<file path="src/design/port_pin_map.vh">
// Register map, field positions and pin routing for the port block
// Operation
// - Every port bit is set input or output by its own direction bit.
// - Port 3 has three bits, port 4 five, port 5 eight.
// - Port 6 has seven bits, port 9 six, port B four.
// - Ports 3 to 7 enable a pull resistor per bit.
// - Ports 3 to 7 choose pull-up or pull-down per whole port.
// - Ports 8, 9, A and B offer per-bit pull-up only.
// - After reset every bit is input with pulls off, high impedance.
// - Serial pins choose push-pull or open-drain per pin by drive register.
// - Serial data or clock reaches a pin only with output and serial mode.
// - Serial channels 0 to 2 in UART mode use transmit and receive pins; Serial 4 here transmits in sync mode only, not in UART mode.
// - Two-wire channels 4 and 5 use open-drain bidirectional data and clock.
// - Timer event counting needs the bit set as input; pull-up optional.
// - Timer output needs special function selected and direction output.
// - Remote carrier needs special function, output and buzzer select.
// - Port 5 buzzer pair needs special function, output and buzzer select.
// - Without an alternate function a pin is an ordinary port bit.
`ifndef PORT_PIN_MAP_VH
`define PORT_PIN_MAP_VH

// ======================================================================
// Ports: index 0..8 are ports 3,4,5,6,7,8,9,A,B
`define NUM_PORTS 9
`define NUM_PULL_SEL_PORTS 5
`define P3_WIDTH 3
`define P4_WIDTH 5
`define P5_WIDTH 8
`define P6_WIDTH 7
`define P7_WIDTH 8
`define P8_WIDTH 8
`define P9_WIDTH 6
`define PA_WIDTH 8
`define PB_WIDTH 4

// ======================================================================
// Per-port registers at port index * 0x20 plus field offset
`define FLD_DATA 3'h0
`define FLD_DIR 3'h1
`define FLD_PULL 3'h2
`define FLD_DRIVE 3'h3
`define FLD_ALT 3'h4
`define FLD_INPUT 3'h5
`define PORT_REGION_END 12'h120

// ======================================================================
// Global registers
`define GLB_PULL_POL 12'h200
`define GLB_OSC_WAIT 12'h204
`define GLB_SER_MODE_BASE 12'h208
`define GLB_SER_MODE_LAST 12'h214
`define NUM_SER_CH 4

// ======================================================================
// Field positions and reset values
`define MODE_SYNC_OUT 0
`define MODE_UART 1
`define MODE_TWO_WIRE 2
`define OSC_BUZ_SEL 0
`define OSC_FREQ_LSB 1
`define OSC_FREQ_MSB 3
`define RST_PORT_REG 8'h00
`define RST_GLB_REG 8'h00
`define RESP_OKAY 2'h0
`define RESP_SLVERR 2'h2

// ======================================================================
// Pin positions on the flat 72-bit pin bus, port index * 8 + bit
`define PIN_S0_TX 16
`define PIN_S0_RX 17
`define PIN_S0_CLK 18
`define PIN_BUZ_TRUE 19
`define PIN_BUZ_INV 20
`define PIN_S4_RX 28
`define PIN_S4_DATA 29
`define PIN_S4_CLK 30
`define PIN_S2_TX 32
`define PIN_S2_RX 33
`define PIN_S2_CLK 34
`define PIN_S5_DATA 35
`define PIN_S5_CLK 36
`define PIN_TMR_BASE 56

`endif

</file>
<file path="src/design/port_pin_function_control.v">
// Port pin function control with AXI4-Lite register access
`timescale 1ns/1ps
`include "port_pin_map.vh"
module port_pin_function_control (
  input wire clk,
  input wire rst_n,
  input wire [11:0] s_axi_awaddr,
  input wire s_axi_awvalid,
  output wire s_axi_awready,
  input wire [31:0] s_axi_wdata,
  input wire [3:0] s_axi_wstrb,
  input wire s_axi_wvalid,
  output wire s_axi_wready,
  output reg [1:0] s_axi_bresp,
  output reg s_axi_bvalid,
  input wire s_axi_bready,
  input wire [11:0] s_axi_araddr,
  input wire s_axi_arvalid,
  output wire s_axi_arready,
  output reg [31:0] s_axi_rdata,
  output reg [1:0] s_axi_rresp,
  output reg s_axi_rvalid,
  input wire s_axi_rready,
  input wire [71:0] pin_in,
  output wire [71:0] pin_out,
  output wire [71:0] pin_oe,
  output wire [71:0] pull_up_en,
  output wire [71:0] pull_dn_en,
  input wire [2:0] ser_txd,
  input wire [2:0] ser_clk_out,
  input wire [2:0] ser_clk_master,
  output wire [2:0] ser_rxd,
  output wire [2:0] ser_clk_in,
  input wire [1:0] tw_data_out,
  input wire [1:0] tw_clock_out,
  output wire [1:0] tw_data_in,
  output wire [1:0] tw_clock_in,
  input wire [4:0] tmr_out,
  output wire [4:0] tmr_event_in,
  input wire remote_carrier,
  input wire piezo_tone,
  output wire [2:0] piezo_freq_sel
);

// ======================================================================
// Register storage
reg [7:0] data_r [0:`NUM_PORTS-1];
reg [7:0] dir_r [0:`NUM_PORTS-1];
reg [7:0] pull_r [0:`NUM_PORTS-1];
reg [7:0] drive_r [0:`NUM_PORTS-1];
reg [7:0] alt_r [0:`NUM_PORTS-1];
reg [`NUM_PULL_SEL_PORTS-1:0] pull_polarity_select_reg;
reg [7:0] osc_wait_ctrl_reg;
reg [2:0] ser_mode_r [0:`NUM_SER_CH-1];
wire [71:0] pin_sync;
reg [71:0] alt_sel;
reg [71:0] alt_val;
wire [71:0] dir_flat;
wire [71:0] drive_flat;
wire wr_go;
wire rd_go;
reg [31:0] rd_data_nxt;
reg rd_ok_nxt;
integer k;

// ======================================================================
// Address decode
function [7:0] port_mask;
  input [3:0] idx;
  begin
    case (idx)
      4'h0: port_mask = 8'hFF >> (8 - `P3_WIDTH);
      4'h1: port_mask = 8'hFF >> (8 - `P4_WIDTH);
      4'h2: port_mask = 8'hFF >> (8 - `P5_WIDTH);
      4'h3: port_mask = 8'hFF >> (8 - `P6_WIDTH);
      4'h4: port_mask = 8'hFF >> (8 - `P7_WIDTH);
      4'h5: port_mask = 8'hFF >> (8 - `P8_WIDTH);
      4'h6: port_mask = 8'hFF >> (8 - `P9_WIDTH);
      4'h7: port_mask = 8'hFF >> (8 - `PA_WIDTH);
      4'h8: port_mask = 8'hFF >> (8 - `PB_WIDTH);
      default: port_mask = 8'h00;
    endcase
  end
endfunction

function port_hit;
  input [11:0] addr;
  begin
    port_hit = (addr < `PORT_REGION_END) && (addr[4:2] <= `FLD_INPUT)
      && (addr[1:0] == 2'h0);
  end
endfunction

function mode_hit;
  input [11:0] addr;
  begin
    mode_hit = (addr >= `GLB_SER_MODE_BASE)
      && (addr <= `GLB_SER_MODE_LAST) && (addr[1:0] == 2'h0);
  end
endfunction

// ======================================================================
// AXI4-Lite write channel, address and data taken together
assign wr_go = s_axi_awvalid && s_axi_wvalid && !s_axi_bvalid;
assign s_axi_awready = wr_go;
assign s_axi_wready = wr_go;
assign rd_go = s_axi_arvalid && !s_axi_rvalid;
assign s_axi_arready = rd_go;

always @(posedge clk or negedge rst_n) begin
  if (!rst_n) begin
    for (k = 0; k < `NUM_PORTS; k = k + 1) begin
      data_r[k] <= `RST_PORT_REG;
      dir_r[k] <= `RST_PORT_REG;
      pull_r[k] <= `RST_PORT_REG;
      drive_r[k] <= `RST_PORT_REG;
      alt_r[k] <= `RST_PORT_REG;
    end
    for (k = 0; k < `NUM_SER_CH; k = k + 1) begin
      ser_mode_r[k] <= 3'h0;
    end
    pull_polarity_select_reg <= 5'h00;
    osc_wait_ctrl_reg <= `RST_GLB_REG;
    s_axi_bvalid <= 1'b0;
    s_axi_bresp <= `RESP_OKAY;
  end else begin
    if (s_axi_bvalid && s_axi_bready) begin
      s_axi_bvalid <= 1'b0;
    end
    if (wr_go) begin
      s_axi_bvalid <= 1'b1;
      s_axi_bresp <= `RESP_OKAY;
      if (port_hit(s_axi_awaddr)) begin
        if (s_axi_wstrb[0]) begin
          case (s_axi_awaddr[4:2])
            `FLD_DATA: data_r[s_axi_awaddr[8:5]] <= s_axi_wdata[7:0]
              & port_mask(s_axi_awaddr[8:5]);
            `FLD_DIR: dir_r[s_axi_awaddr[8:5]] <= s_axi_wdata[7:0]
              & port_mask(s_axi_awaddr[8:5]);
            `FLD_PULL: pull_r[s_axi_awaddr[8:5]] <= s_axi_wdata[7:0]
              & port_mask(s_axi_awaddr[8:5]);
            `FLD_DRIVE: drive_r[s_axi_awaddr[8:5]] <= s_axi_wdata[7:0]
              & port_mask(s_axi_awaddr[8:5]);
            `FLD_ALT: alt_r[s_axi_awaddr[8:5]] <= s_axi_wdata[7:0]
              & port_mask(s_axi_awaddr[8:5]);
            default: ;
          endcase
        end
      end else if (s_axi_awaddr == `GLB_PULL_POL) begin
        if (s_axi_wstrb[0]) begin
          pull_polarity_select_reg <= s_axi_wdata[4:0];
        end
      end else if (s_axi_awaddr == `GLB_OSC_WAIT) begin
        if (s_axi_wstrb[0]) begin
          osc_wait_ctrl_reg <= {4'h0, s_axi_wdata[3:0]};
        end
      end else if (mode_hit(s_axi_awaddr)) begin
        if (s_axi_wstrb[0]) begin
          ser_mode_r[s_axi_awaddr[3:2] - 2'h2] <= s_axi_wdata[2:0];
        end
      end else begin
        s_axi_bresp <= `RESP_SLVERR;
      end
    end
  end
end

// ======================================================================
// AXI4-Lite read channel, answer one cycle after the address
always @* begin
  rd_data_nxt = 32'h0000_0000;
  rd_ok_nxt = 1'b1;
  if (port_hit(s_axi_araddr)) begin
    case (s_axi_araddr[4:2])
      `FLD_DATA: rd_data_nxt[7:0] = data_r[s_axi_araddr[8:5]];
      `FLD_DIR: rd_data_nxt[7:0] = dir_r[s_axi_araddr[8:5]];
      `FLD_PULL: rd_data_nxt[7:0] = pull_r[s_axi_araddr[8:5]];
      `FLD_DRIVE: rd_data_nxt[7:0] = drive_r[s_axi_araddr[8:5]];
      `FLD_ALT: rd_data_nxt[7:0] = alt_r[s_axi_araddr[8:5]];
      `FLD_INPUT: rd_data_nxt[7:0] = pin_sync[s_axi_araddr[8:5]*8 +: 8]
        & port_mask(s_axi_araddr[8:5]);
      default: rd_data_nxt = 32'h0000_0000;
    endcase
  end else if (s_axi_araddr == `GLB_PULL_POL) begin
    rd_data_nxt[4:0] = pull_polarity_select_reg;
  end else if (s_axi_araddr == `GLB_OSC_WAIT) begin
    rd_data_nxt[7:0] = osc_wait_ctrl_reg;
  end else if (mode_hit(s_axi_araddr)) begin
    rd_data_nxt[2:0] = ser_mode_r[s_axi_araddr[3:2] - 2'h2];
  end else begin
    rd_ok_nxt = 1'b0;
  end
end

always @(posedge clk or negedge rst_n) begin
  if (!rst_n) begin
    s_axi_rvalid <= 1'b0;
    s_axi_rdata <= 32'h0000_0000;
    s_axi_rresp <= `RESP_OKAY;
  end else begin
    if (s_axi_rvalid && s_axi_rready) begin
      s_axi_rvalid <= 1'b0;
    end
    if (rd_go) begin
      s_axi_rvalid <= 1'b1;
      s_axi_rdata <= rd_data_nxt;
      s_axi_rresp <= rd_ok_nxt ? `RESP_OKAY : `RESP_SLVERR;
    end
  end
end

// ======================================================================
// Pin input synchronisation
pin_sync2 #(
  .WIDTH(72)
) i_pin_sync2 (
  .clk(clk),
  .rst_n(rst_n),
  .d(pin_in),
  .q(pin_sync)
);

// ======================================================================
// Alternate function routing
always @* begin
  alt_sel = 72'h0;
  alt_val = 72'h0;
  // Serial 0 and 2: UART or synchronous transmit, clock only as master
  alt_sel[`PIN_S0_TX] = ser_mode_r[0][`MODE_SYNC_OUT]
    | ser_mode_r[0][`MODE_UART];
  alt_val[`PIN_S0_TX] = ser_txd[0];
  alt_sel[`PIN_S0_CLK] = ser_mode_r[0][`MODE_SYNC_OUT]
    & ser_clk_master[0];
  alt_val[`PIN_S0_CLK] = ser_clk_out[0];
  alt_sel[`PIN_S2_TX] = ser_mode_r[1][`MODE_SYNC_OUT]
    | ser_mode_r[1][`MODE_UART];
  alt_val[`PIN_S2_TX] = ser_txd[1];
  alt_sel[`PIN_S2_CLK] = ser_mode_r[1][`MODE_SYNC_OUT]
    & ser_clk_master[1];
  alt_val[`PIN_S2_CLK] = ser_clk_out[1];
  // Serial 4 shares its pins between sync serial and two-wire
  if (ser_mode_r[2][`MODE_TWO_WIRE]) begin
    // Two-wire refuses push-pull so a driven one can never fight the bus
    alt_sel[`PIN_S4_DATA] = drive_r[3][`PIN_S4_DATA-24];
    alt_val[`PIN_S4_DATA] = tw_data_out[0];
    alt_sel[`PIN_S4_CLK] = drive_r[3][`PIN_S4_CLK-24];
    alt_val[`PIN_S4_CLK] = tw_clock_out[0];
  end else begin
    alt_sel[`PIN_S4_DATA] = ser_mode_r[2][`MODE_SYNC_OUT];
    alt_val[`PIN_S4_DATA] = ser_txd[2];
    alt_sel[`PIN_S4_CLK] = ser_mode_r[2][`MODE_SYNC_OUT]
      & ser_clk_master[2];
    alt_val[`PIN_S4_CLK] = ser_clk_out[2];
  end
  alt_sel[`PIN_S5_DATA] = ser_mode_r[3][`MODE_TWO_WIRE]
    & drive_r[4][`PIN_S5_DATA-32];
  alt_val[`PIN_S5_DATA] = tw_data_out[1];
  alt_sel[`PIN_S5_CLK] = ser_mode_r[3][`MODE_TWO_WIRE]
    & drive_r[4][`PIN_S5_CLK-32];
  alt_val[`PIN_S5_CLK] = tw_clock_out[1];
  // Timer outputs; bit 0 carries the remote carrier when buzzer selected
  alt_sel[`PIN_TMR_BASE +: 5] = alt_r[7][4:0];
  alt_val[`PIN_TMR_BASE +: 5] = tmr_out;
  if (osc_wait_ctrl_reg[`OSC_BUZ_SEL]) begin
    alt_val[`PIN_TMR_BASE] = remote_carrier;
  end
  alt_sel[`PIN_BUZ_TRUE] = alt_r[2][`PIN_BUZ_TRUE-16]
    & osc_wait_ctrl_reg[`OSC_BUZ_SEL];
  alt_val[`PIN_BUZ_TRUE] = piezo_tone;
  alt_sel[`PIN_BUZ_INV] = alt_r[2][`PIN_BUZ_INV-16]
    & osc_wait_ctrl_reg[`OSC_BUZ_SEL];
  alt_val[`PIN_BUZ_INV] = ~piezo_tone;
end

// ======================================================================
// Per-port pad control
genvar g;
generate
  for (g = 0; g < `NUM_PORTS; g = g + 1) begin : gen_port
    wire pol_g;
    assign dir_flat[g*8 +: 8] = dir_r[g];
    // Ports 8 to B have no drive choice and pull up only
    assign drive_flat[g*8 +: 8] =
      (g < `NUM_PULL_SEL_PORTS) ? drive_r[g] : 8'h00;
    // Split so the upper ports never index past the polarity bits
    if (g < `NUM_PULL_SEL_PORTS) begin : gen_sel
      assign pol_g = pull_polarity_select_reg[g];
    end else begin : gen_up
      assign pol_g = 1'b1;
    end
    port_pin_cell i_port_pin_cell (
      .clk(clk),
      .rst_n(rst_n),
      .dir(dir_r[g]),
      .open_drain(drive_flat[g*8 +: 8]),
      .data(data_r[g]),
      .alt_sel(alt_sel[g*8 +: 8]),
      .alt_val(alt_val[g*8 +: 8]),
      .pull_en(pull_r[g]),
      .pull_up_pol(pol_g),
      .pin_out(pin_out[g*8 +: 8]),
      .pin_oe(pin_oe[g*8 +: 8]),
      .pull_up(pull_up_en[g*8 +: 8]),
      .pull_dn(pull_dn_en[g*8 +: 8])
    );
  end
endgenerate

// ======================================================================
// Synchronised pin levels toward the peripheral cores
assign ser_rxd = {pin_sync[`PIN_S4_RX], pin_sync[`PIN_S2_RX],
  pin_sync[`PIN_S0_RX]};
assign ser_clk_in = {pin_sync[`PIN_S4_CLK], pin_sync[`PIN_S2_CLK],
  pin_sync[`PIN_S0_CLK]};
assign tw_data_in = {pin_sync[`PIN_S5_DATA], pin_sync[`PIN_S4_DATA]};
assign tw_clock_in = {pin_sync[`PIN_S5_CLK], pin_sync[`PIN_S4_CLK]};
// Event count sees nothing while the bit is an output
assign tmr_event_in = pin_sync[`PIN_TMR_BASE +: 5]
  & ~dir_flat[`PIN_TMR_BASE +: 5];
assign piezo_freq_sel = osc_wait_ctrl_reg[`OSC_FREQ_MSB:`OSC_FREQ_LSB];

endmodule

</file>
<file path="src/design/pin_sync2.v">
// Two flip-flop synchroniser for pin levels
`timescale 1ns/1ps
module pin_sync2 #(
  parameter WIDTH = 72
) (
  input wire clk,
  input wire rst_n,
  input wire [WIDTH-1:0] d,
  output reg [WIDTH-1:0] q
);

reg [WIDTH-1:0] meta_r;

// ======================================================================
// First stage is read only by the second
always @(posedge clk or negedge rst_n) begin
  if (!rst_n) begin
    meta_r <= {WIDTH{1'b0}};
    q <= {WIDTH{1'b0}};
  end else begin
    meta_r <= d;
    q <= meta_r;
  end
end

endmodule

</file>
<file path="src/design/port_pin_cell.v">
// Output drive and pull control for one eight-bit port
`timescale 1ns/1ps
module port_pin_cell (
  input wire clk,
  input wire rst_n,
  input wire [7:0] dir,
  input wire [7:0] open_drain,
  input wire [7:0] data,
  input wire [7:0] alt_sel,
  input wire [7:0] alt_val,
  input wire [7:0] pull_en,
  input wire pull_up_pol,
  output reg [7:0] pin_out,
  output reg [7:0] pin_oe,
  output reg [7:0] pull_up,
  output reg [7:0] pull_dn
);

wire [7:0] level;

assign level = (alt_sel & alt_val) | (~alt_sel & data);

// ======================================================================
// Registered pad controls
always @(posedge clk or negedge rst_n) begin
  if (!rst_n) begin
    pin_out <= 8'h00;
    pin_oe <= 8'h00;
    pull_up <= 8'h00;
    pull_dn <= 8'h00;
  end else begin
    // Open-drain never drives high, it only releases
    pin_out <= level & ~open_drain;
    pin_oe <= dir & ~(open_drain & level);
    pull_up <= pull_en & {8{pull_up_pol}};
    pull_dn <= pull_en & {8{~pull_up_pol}};
  end
end

endmodule

</file>
<file path="config.mk">
export PLATFORM = sky130hd
export DESIGN_NAME = port_pin_function_control
export DESIGN_NICKNAME = d
export VERILOG_FILES = /design/src/design/port_pin_function_control.v /design/src/design/pin_sync2.v /design/src/design/port_pin_cell.v
export VERILOG_INCLUDE_DIRS = /design/src /design/src/design
export SDC_FILE = /design/constraint.sdc
export NUM_CORES = 1
export LEC_CHECK = 0
export ABC_AREA = 1
export BUFFER_PORTS_ARGS = -buffer_cell sky130_fd_sc_hd__buf_2
export CORE_AREA = 2 2 354 356
export DETAILED_ROUTE_END_ITERATION = 10
export DIE_AREA = 0 0 356 358
export HOLD_SLACK_MARGIN = 0.08
export PLACE_DENSITY = 0.47
export SETUP_SLACK_MARGIN = 0.1
export SYNTH_ARGS = -nofsm -noshare
export SYNTH_HDL_FRONTEND = slang
export SYNTH_SLANG_ARGS = --single-unit
</file>
<file path="constraint.sdc">
create_clock -name clk -period 1.9 [get_ports clk]
set_input_delay 0.19 -clock clk [delete_from_list [all_inputs] [get_ports clk]]
set_output_delay 0.19 -clock clk [all_outputs]
set_load 0.005 [all_outputs]
</file>
==> results of run 1 <==
-- final cells by class --
cell class	instances	area (sq um)	area share
sequential	763	19100	0.452
multi-input combinational	2039	9800	0.232
timing repair buffer	796	6210	0.147
clock buffer	115	2520	0.0597
tap	1637	2050	0.0485
inverter	502	1910	0.0452
clock inverter	52	642	0.0152
antenna	5	12.5	0.000296
-- power by group through the flow --
| stage | Clock (W) | Sequential (W) | Combinational (W) |
|---|---|---|---|
| after CTS | 0.0189 | 0.0165 | 0.00255 |
| final | 0.0184 | 0.0165 | 0.00258 |
| after global routing | 0.0196 | 0.0165 | 0.00281 |
| after detailed placement | 0 | 0.0168 | 0.00236 |
| after floorplan | 0 | 0.0167 | 0.000865 |
| after global placement | 0 | 0.0168 | 0.00236 |
-- per-stage QoR --
stage                     setup TNS (ps)  area, sq um  power [W]   util
after global placement            -26190        36700     0.0191  0.298
after detailed placement          -26930        36700     0.0191  0.298
after CTS                              0        41000     0.0379  0.333
after global routing               -2050        42200     0.0389  0.342
final                              -37.6        42200     0.0375  0.342
after floorplan                        0        31100     0.0176      -
-- final timing paths --
| path | slack, ps | to |
|---|---|---|
| max | -10 | data_r[40] |
| max in group asynchronous | 390 | gen_port[8].i_port_pin_cell.pin_oe[1] |
| max reg2reg | -10 | data_r[40] |
| min in group asynchronous | 590 | gen_port[5].i_port_pin_cell.pull_up[7] |
| min | 110 | ser_mode_r[9] |
| min reg2reg | 330 | i_pin_sync2.q[59] |
-- worst min-delay path, cell delays in order --
cell,delay [ps]
buf_2,130
buf_4,160
nand3_1,190
o21ai_1,80
-- layer usage --
| metal | track usage | wire, um | part of all wire | vias up |
|---|---|---|---|---|
| li1 | - | - | - | 12065 |
| met1 | 0.252 | 53900 | 0.43 | 12511 |
| met2 | 0.332 | 62100 | 0.49 | 779 |
| met3 | 0.0300 | 6260 | 0.050 | 182 |
| met4 | 0.0577 | 3810 | 0.030 | 2 |
| met5 | 0 | 12 | 0.000095 | - |
-- kinds of logic after synthesis --
kind of cell / synth area share
AOI/OAI and AO/OA: 0.0789
buffers and inverters: 0.0974
DFF: 0.620
other: 0.000122
and+or+nand+nor: 0.204
-- repair_timing --
item | in CTS | in global routing
hold buffers | 92 | 1
pin swaps | 0 | 24
buffers inserted | 5 | 21
cloned | 1 | 11
hold endpoints to repair | 669 | 8
gates resized for setup | 47 | 289
endpoints found under the setup margin | 182 | 363
-- placed cells by master, fill, tap and decap left out, types with 80 or more instances in the layout --
master / n
o21ai_0: 213
clkbuf_16: 94
a21oi_1: 80
inv_1: 474
nand3_1: 219
nand2_1: 880
dlygate4sd3_1: 92
dfrtp_1: 763
buf_2: 404
nor2_1: 246
buf_4: 196
o21ai_1: 102
==> impl_results.md, run 1 <==
* Worst R2R Start: s_axi_bvalid
* CP Buf/Inv Count at 7
* Final nets at 4352
* Die height at 358 um
* Placer Congestion at a little over 0.9
* Crit-path max FO at 7
* Crit path max-delay family: buffers and inverters
* Number of cells on the critical path at 14
* Hold/Removal Path Class: input pin to flop
* Slew @ Worst Pin at between 600 and 700 ps
* Drt wl/cell at 21.4 um
* Worst Hold Launch: s_axi_awaddr[3]
* Worst Path Required at 2460 ps
* Post-synthesis instance area at 30800 sq um
* Worst Setup Slack post-DPL at -825 ps
* Global route overflow at 0
* CTS Sinks at 763
* Maximum vdd drop at 0.670 mV
* Mean Syn Cell Area at a little under 9 sq um
* CTS tree: yes
* Initial antenna violation count at 12
* Failing checks: negative setup slack
* Vias per inst at ~4.3
* Fin cells at 5909
* Clk pwr share at 0.492
* Post-Route WL at 126000 um
* Gate power share at 0.069
* Mapped Cells at 3450
* CTS H-tree depth at 3
* #FFs+latches synth at approximately 760
* Total CTS buffers at 91
* Final WS setup at -12.4 ps
* Top cell type's share of synthesized area at 0.620
* Final hold violations at 0
* Reg2reg path depth at 14
* Main flop type after synthesis: dfrtp_1
* Top-count cell post-synth: nand2_1
* Top post-synthesis cells by area: dfrtp_1 (62%), nand2_1 (11%), inv_1 (6.0%)
* Minimum clock period at around 1900 ps
* DR vias at 25539
* Boundary Pins at 506
* CORE AREA at 123000 sq um
* GRT Total Usage at 0.194
* Die area at 127000 sq um
* Run status: finished with violations
* Clk_skew at roughly 36 ps
* Synth async-reset ratio at 1.00
* Drt first-iter violations at 2018
* P_int at 0.0282 W
* Yosys top cell by area: dfrtp_1
* Max Cap Viol at 0
* Netlist cell types at a little over 40
* Fin. max-slew vios at 0
* Hold-critical path depth at 4
* CTS Buffer Depth at 3
* Worst path max stage delay at roughly 400 ps
* Standard-cell rows at around 130
* Setup crit end kind: flop
* Worst-skew pair later-pin latency at 680 ps
* Startpoint Class: flop
* Fmax at 523 MHz
* Port-buffer cells at 405
* Vias in the first global route at 25153
* Starting Density at 0.250
* Critical Path Start: s_axi_bvalid
* ANT nets after route at 0
* Share of cells above drive strength 1 at 0.252
* Layout area overhead at 37.1%
* Hpwl dp at about 93000 um
* Iteration count of the initial detailed-routing pass at 5
* Post-synthesis sequential area ratio at 0.620
* Final Cycle Share at 1.01
* Final setup violation count at 4
* Leakage at 21.8 nW
* Setup CP Type: flop to flop
* Die width at 356 um
* Clock Root Buffer: clkbuf_16
* Most frequent cells after synthesis: nand2_1 (924), dfrtp_1 (763), inv_1 (490)
* Slew margin rel. at 0.550
* Post-synth EDFFs at 0
* Psw at 0.00926 W
* Placed cells at 5608
* Largest net degree at the start of global routing at between 90 and 100
* Number of fill cells at 12938
* Syn. warnings at 0
* First-pass GRT wire length at 178000 um
* Worst EP arrival at 2480 ps
* Worst-path clk slew at 60 ps
* Pwr dens at just under 900 nW/um^2
* Post-route DRC at 0
* RSZ-0062 raised after global routing: true
* Sequential share of power at 0.439
* Ordered cell list for the critical path: inv_2, nand3_2, inv_2, nand2_4, inv_4, nand2_4, buf_6, nor3_4, buf_6, clkbuf_16, buf_12, nand2_8, nand2_1, o21ai_0
* Crit-path slowest cell: dfrtp_1
* Sw Ratio at 0.247
* Hold WS at 112 ps
Note: power is estimated with default switching activity, not from simulation.
==> inputs of run 2 (changes only) <==
Settings changed: CELL_PAD_IN_SITES_DETAIL_PLACEMENT set to 0, CELL_PAD_IN_SITES_GLOBAL_PLACEMENT set to 1, PLACE_DENSITY 0.47 to 0.57.
==> run 2 against run 1 <==
Net effect: die area unchanged; sequential cell count unchanged; combinational power about the same; final area down 0.12%; power up 2.0%; worst hold slack better by 8.5 ps; the flow now finishes without violations; first-iteration DRC count down 8.3%; routed wire length up 0.59%; highest routed layer unchanged; setup slack better by 110 ps; sequential share of layout area up 0.059 points.
==> impl_results.md, run 2 (same netlist as run 1, synthesis figures left out) <==
* CTS Buffer Depth at 3
* Final setup violation count at 0
* Most used cell, CP: nand2_4
* CORE AREA at 123000 sq um
* Hold WS at 120 ps
* CTS H-tree depth at 3
* Minimum clock period at roughly 1800 ps
* ANT nets after route at 0
* Sequential share of power at 0.431
* Startpoint Class: flop
* Worst EP arrival at 2350 ps
* Most common cell after layout, fill and taps aside: nand2_1
* Hold/Removal Path Class: input pin to flop
* First-pass GRT wire length at 179000 um
* Port-buffer cells at 405
* Die area at between 100000 and 150000 sq um
* Reg2reg path depth at 14
* Fin. max-slew vios at 0
* Post-route DRC at 0
* Crit-path slowest cell: dfrtp_1
* Vias in the first global route at 25279
* FF-to-FF setup slack at 100 ps
* Worst Path Required at 2450 ps
* Fin cells at approximately 6000
* Largest net degree at the start of global routing at 87
* Clock Root Buffer: clkbuf_16
* Run status: finished, final reports clean
* Most frequent cells in the layout: nand2_1 (897), dfrtp_1 (762), inv_1 (469)
* Number of fill cells at 13094
* Leakage at 22.0 nW
* Pwr dens at 906 nW/um^2
* Clk_skew at 31.7 ps
* Sw Ratio at 0.238
* Post-Route WL at 127000 um
* Ordered cell list for the critical path: inv_2, nand3_4, inv_4, nand2_4, inv_4, nand2_4, nor2_4, inv_6, nor2_8, buf_12, nand2_4, buf_6, nand2_1, o21ai_0
* Psw at slightly above 0.009 W
* Slew @ Worst Pin at 859 ps
* Vias per inst at approximately 4.3
* Core Util, Final at 0.342
* Critical R2R Capture: drive_flat[19]
* Total CTS buffers at 90
* Boundary Pins at 506
* GRT Total Usage at 0.196
* Die width at between 300 and 400 um
* Worst path max stage delay at 380 ps
* Setup TNS at 0 ps
* Setup CP Type: flop to flop
* Gate power share at 0.067
* Slew margin rel. at 0.425
* RSZ-0062 raised after global routing: true
* Share of cells above drive strength 1 at 0.247
* Max Cap Viol at 0
* Placed cells at 5642
* Fmax at 554 MHz
* Final hold violations at 0
* Layout area overhead at 37.0%
* Placer Congestion at 0.880
* P_int at 0.0291 W
* Worst-path clk slew at 60 ps
* Clk pwr share at 0.503
* DR vias at 25496
* Critical path endpoint: drive_flat[19]
* Iteration count of the initial detailed-routing pass at 6
* Drt wl/cell at 21.4 um
* Worst R2R Start: s_axi_bvalid
* Global route overflow at 0
* Maximum vdd drop at between 0.6 and 0.7 mV
* CTS tree: yes
* Final nets at 4380
* Hold-critical path depth at 6
* Crit-path max FO at 10
* Critical Path Start: s_axi_bvalid
* CTS Sinks at 763
* Worst-skew pair later-pin latency at 680 ps
* Final Cycle Share at 0.949
* Drt first-iter violations at 1851
* Die height at 358 um
* Setup crit end kind: flop
* Hpwl dp at between 90000 and 100000 um
* Standard-cell rows at 129
* Starting Density at 0.250
* Initial antenna violation count at 13
run 2: cell type report:
cell class,instances,area [sq um],area share
flip-flops and latches,763,19100,0.453
well taps,1637,2050,0.0486
clock inverters,43,678,0.0161
diodes,4,10.0,0.000237
clock buffers,124,2630,0.0624
multi-input cells,2035,9490,0.225
repair buffers,829,6320,0.150
inverters,502,1910,0.0452
run 2: worst min-delay path by stage:
stage,end,start
detailed placement,dir_flat[51],rst_n
global placement,dir_flat[51],rst_n
floorplan,alt_r[0],rst_n
global route,s_axi_bresp[1],s_axi_awaddr[8]
CTS,alt_r[31],s_axi_wdata[7]
finish,s_axi_rresp[1],s_axi_araddr[3]
run 2: worst max-delay path, delay by kind of cell, from the launching register on:
kind            cells  cell delay (ps)
compound gates      1               70
buf+inv             6              620
flops               1              380
simple gates        7              600
run 2: power by group through the flow:
stage          logic, W  registers, W  clock network, W
3_5_place_dp    0.00235        0.0168                 0
6_report        0.00256        0.0165            0.0192
2_1_floorplan  0.000865        0.0167                 0
3_3_place_gp    0.00235        0.0168                 0
4_1_cts         0.00255        0.0165            0.0197
5_1_grt         0.00279        0.0165            0.0204
run 2: stage by stage:
stage / total power, W / setup slack [ps] / area, sq um
3_5_place_dp: 0.0191 / -372 / 36900
2_1_floorplan: 0.0176 / 117 / 31100
6_report: 0.0382 / 96.3 / 42200
5_1_grt: 0.0397 / -6.88 / 42200
3_3_place_gp: 0.0191 / -371 / 36900
4_1_cts: 0.0387 / 62.5 / 41500
run 2: repair_timing:
item | 4_1_cts | 5_1_grt
buffers inserted | 7 | 12
cloned | 4 | 6
endpoints found under the setup margin | 341 | 349
gates resized for setup | 100 | 159
hold buffers | 95 | 0
endpoints found under the hold margin | 866 | 0
pin swaps | 8 | 22
run 2: metal layers:
metal | vias up | share of wire | GRT usage
li1 | 12106 | - | -
met1 | 12500 | 0.44 | 0.258
met2 | 699 | 0.48 | 0.326
met4 | 16 | 0.030 | 0.0645
met5 | - | 0.00071 | 0
met3 | 175 | 0.055 | 0.0348
==> inputs of run 3 (changes only) <==
Settings changed: RECOVER_POWER set to 25.
==> run 3 against run 2 <==
Net effect: first-iteration DRC count increased by 0.16%; utilization decreased by 0.10 points; combinational power about the same; non-clock buffer count unchanged; critical endpoint unchanged; sequential share of layout area increased by 0.14 points; maximum frequency increased by 0.16%; register-to-register slack about the same; critical path type unchanged.
==> impl_results.md, run 3 (same netlist as run 1, synthesis figures left out) <==
* Minimum clock period at 1800 ps
* GRT Total Usage at 0.196
* GRT met2 Usage at 0.326
* Largest net degree at the start of global routing at just under 90
* Die height at 358 um
* Run status: finished, final reports clean
* Slew @ Worst Pin at 1430 ps
* Final setup violation count at 0
* Leakage at 21.9 nW
* Initial antenna violation count at 13
* Layout area overhead at 36.6%
* GR Layer Usage met1 at 0.258
* Vias in the first global route at 25279
* Starting Density at 0.250
* Drt wl/cell at 21.4 um
* ANT nets after route at 0
* Hold WS at 117 ps
* Fmax at 555 MHz
* Die width at 356 um
* Port-buffer cells at 405
* GRT busiest layer: met2
* Placer Congestion at roughly 0.88
* CORE AREA at 123000 sq um
* Final hold violations at 0
* Clk_skew at 33.4 ps
* Global route overflow at 0
* Met3 Usage GRT at 0.0348
* Hold/Removal Path Class: input pin to flop
* Final nets at around 4400
* Share of cells above drive strength 1 at 0.241
* Boundary Pins at 506
* RSZ-0062 raised after global routing: true
* Worst-skew pair later-pin latency at 680 ps
* Startpoint Class: flop
* Crit-path max FO at 10
* CTS Sinks at roughly 760
* CTS H-tree depth at 3
* Worst Setup Slack post-DPL at -372 ps
* Setup CP Type: flop to flop
* First-pass GRT wire length at 179000 um
* Slew margin rel. at 0.0448
* Clock Root Buffer: clkbuf_16
* Core Util, Final at 0.341
* Vias per inst at 4.28
* Post-route DRC at 0
* Iteration count of the initial detailed-routing pass at 6
* Drt first-iter violations at 1854
* Pwr dens at roughly 910 nW/um^2
* Total CTS buffers at 90
* CTS Buffer Depth at 3
* Setup crit end kind: flop
* Number of fill cells at roughly 13000
* Most common cell after layout, fill and taps aside: nand2_1
* Worst EP arrival at 2350 ps
* Final Cycle Share at 0.948
* Setup TNS at 0 ps
* Worst-path clk slew at 60 ps
* DR vias at 25410
* Most frequent cells in the layout: nand2_1 (897), dfrtp_1 (762), inv_1 (470)
* Worst Path Required at 2450 ps
* Final WS setup at 99.2 ps
* Max Cap Viol at 0
* Die area at 127000 sq um
* CTS tree: yes
* Fin. max-slew vios at 0
* Hpwl dp at 95600 um
* Post-Route WL at 127000 um
* Maximum vdd drop at 0.617 mV
* Standard-cell rows at 129
[run 3: worst paths after layout]
check | startpoint | endpoint | slack, ps | cells after the start
worst max-delay path | s_axi_bvalid | drive_flat[19] | 100 | 14
worst min register to register | i_pin_sync2.meta_r[45] | i_pin_sync2.q[45] | 340 | 0
worst min-delay path | s_axi_araddr[3] | s_axi_rresp[1] | 120 | 6
worst max register to register | s_axi_bvalid | drive_flat[19] | 100 | 14
min in group asynchronous | rst_n | drive_flat[33] | 360 | 3
max in group asynchronous | rst_n | pull_r[19] | 150 | 4
[run 3: where the power goes]
group	internal [W]	total (W)	switching [W]	leakage (nW)
sequential	0.0164	0.0165	0.0000586	9.63
combinational	0.000836	0.00253	0.00170	10.6
clock	0.0119	0.0192	0.00734	1.63
total	0.0291	0.0382	0.00909	21.9
[run 3: repair_timing]
action / in CTS / in global routing
gates resized for setup: 100 / 159
gates cloned: 4 / 6
setup endpoints to repair: 341 / 349
hold buffers: 95 / 0
endpoints found under the hold margin: 866 / 0
buffers inserted: 7 / 12
pin swaps: 8 / 22
[run 3: area by class of cell]
type	count	area, sq um	share of cell area
flip-flops and latches	763	19100	0.454
inverters	502	1910	0.0454
well taps	1637	2050	0.0487
clock inverters	43	678	0.0161
multi-input cells	2035	9490	0.226
diodes	4	10.0	0.000238
repair buffers	829	6190	0.147
clock buffers	124	2630	0.0626
[run 3: metrics by stage]
step	power (W)	cell area (sq um)	instances
final	0.0382	42100	5937
after global routing	0.0397	42000	5934
after CTS	0.0387	41500	5915
after detailed placement	0.0191	36900	5642
after global placement	0.0191	36900	5642
after floorplan	0.0176	31100	3507
[run 3: metal layers]
metal / part of all wire / vias to the layer above
met4: 0.031 / 16
li1: - / 12103
met5: 0.00079 / -
met2: 0.48 / 679
met1: 0.44 / 12433
met3: 0.052 / 179
[run 3: worst max-delay path, stage by stage (launching register included)]
cell	delay, ps
dfrtp_1	380
inv_2	80
nand3_4	100
inv_4	90
nand2_4	50
inv_4	60
nand2_4	60
nor2_4	140
inv_6	80
nor2_8	130
buf_12	170
nand2_4	60
buf_6	140
nand2_1	50
o21ai_0	70
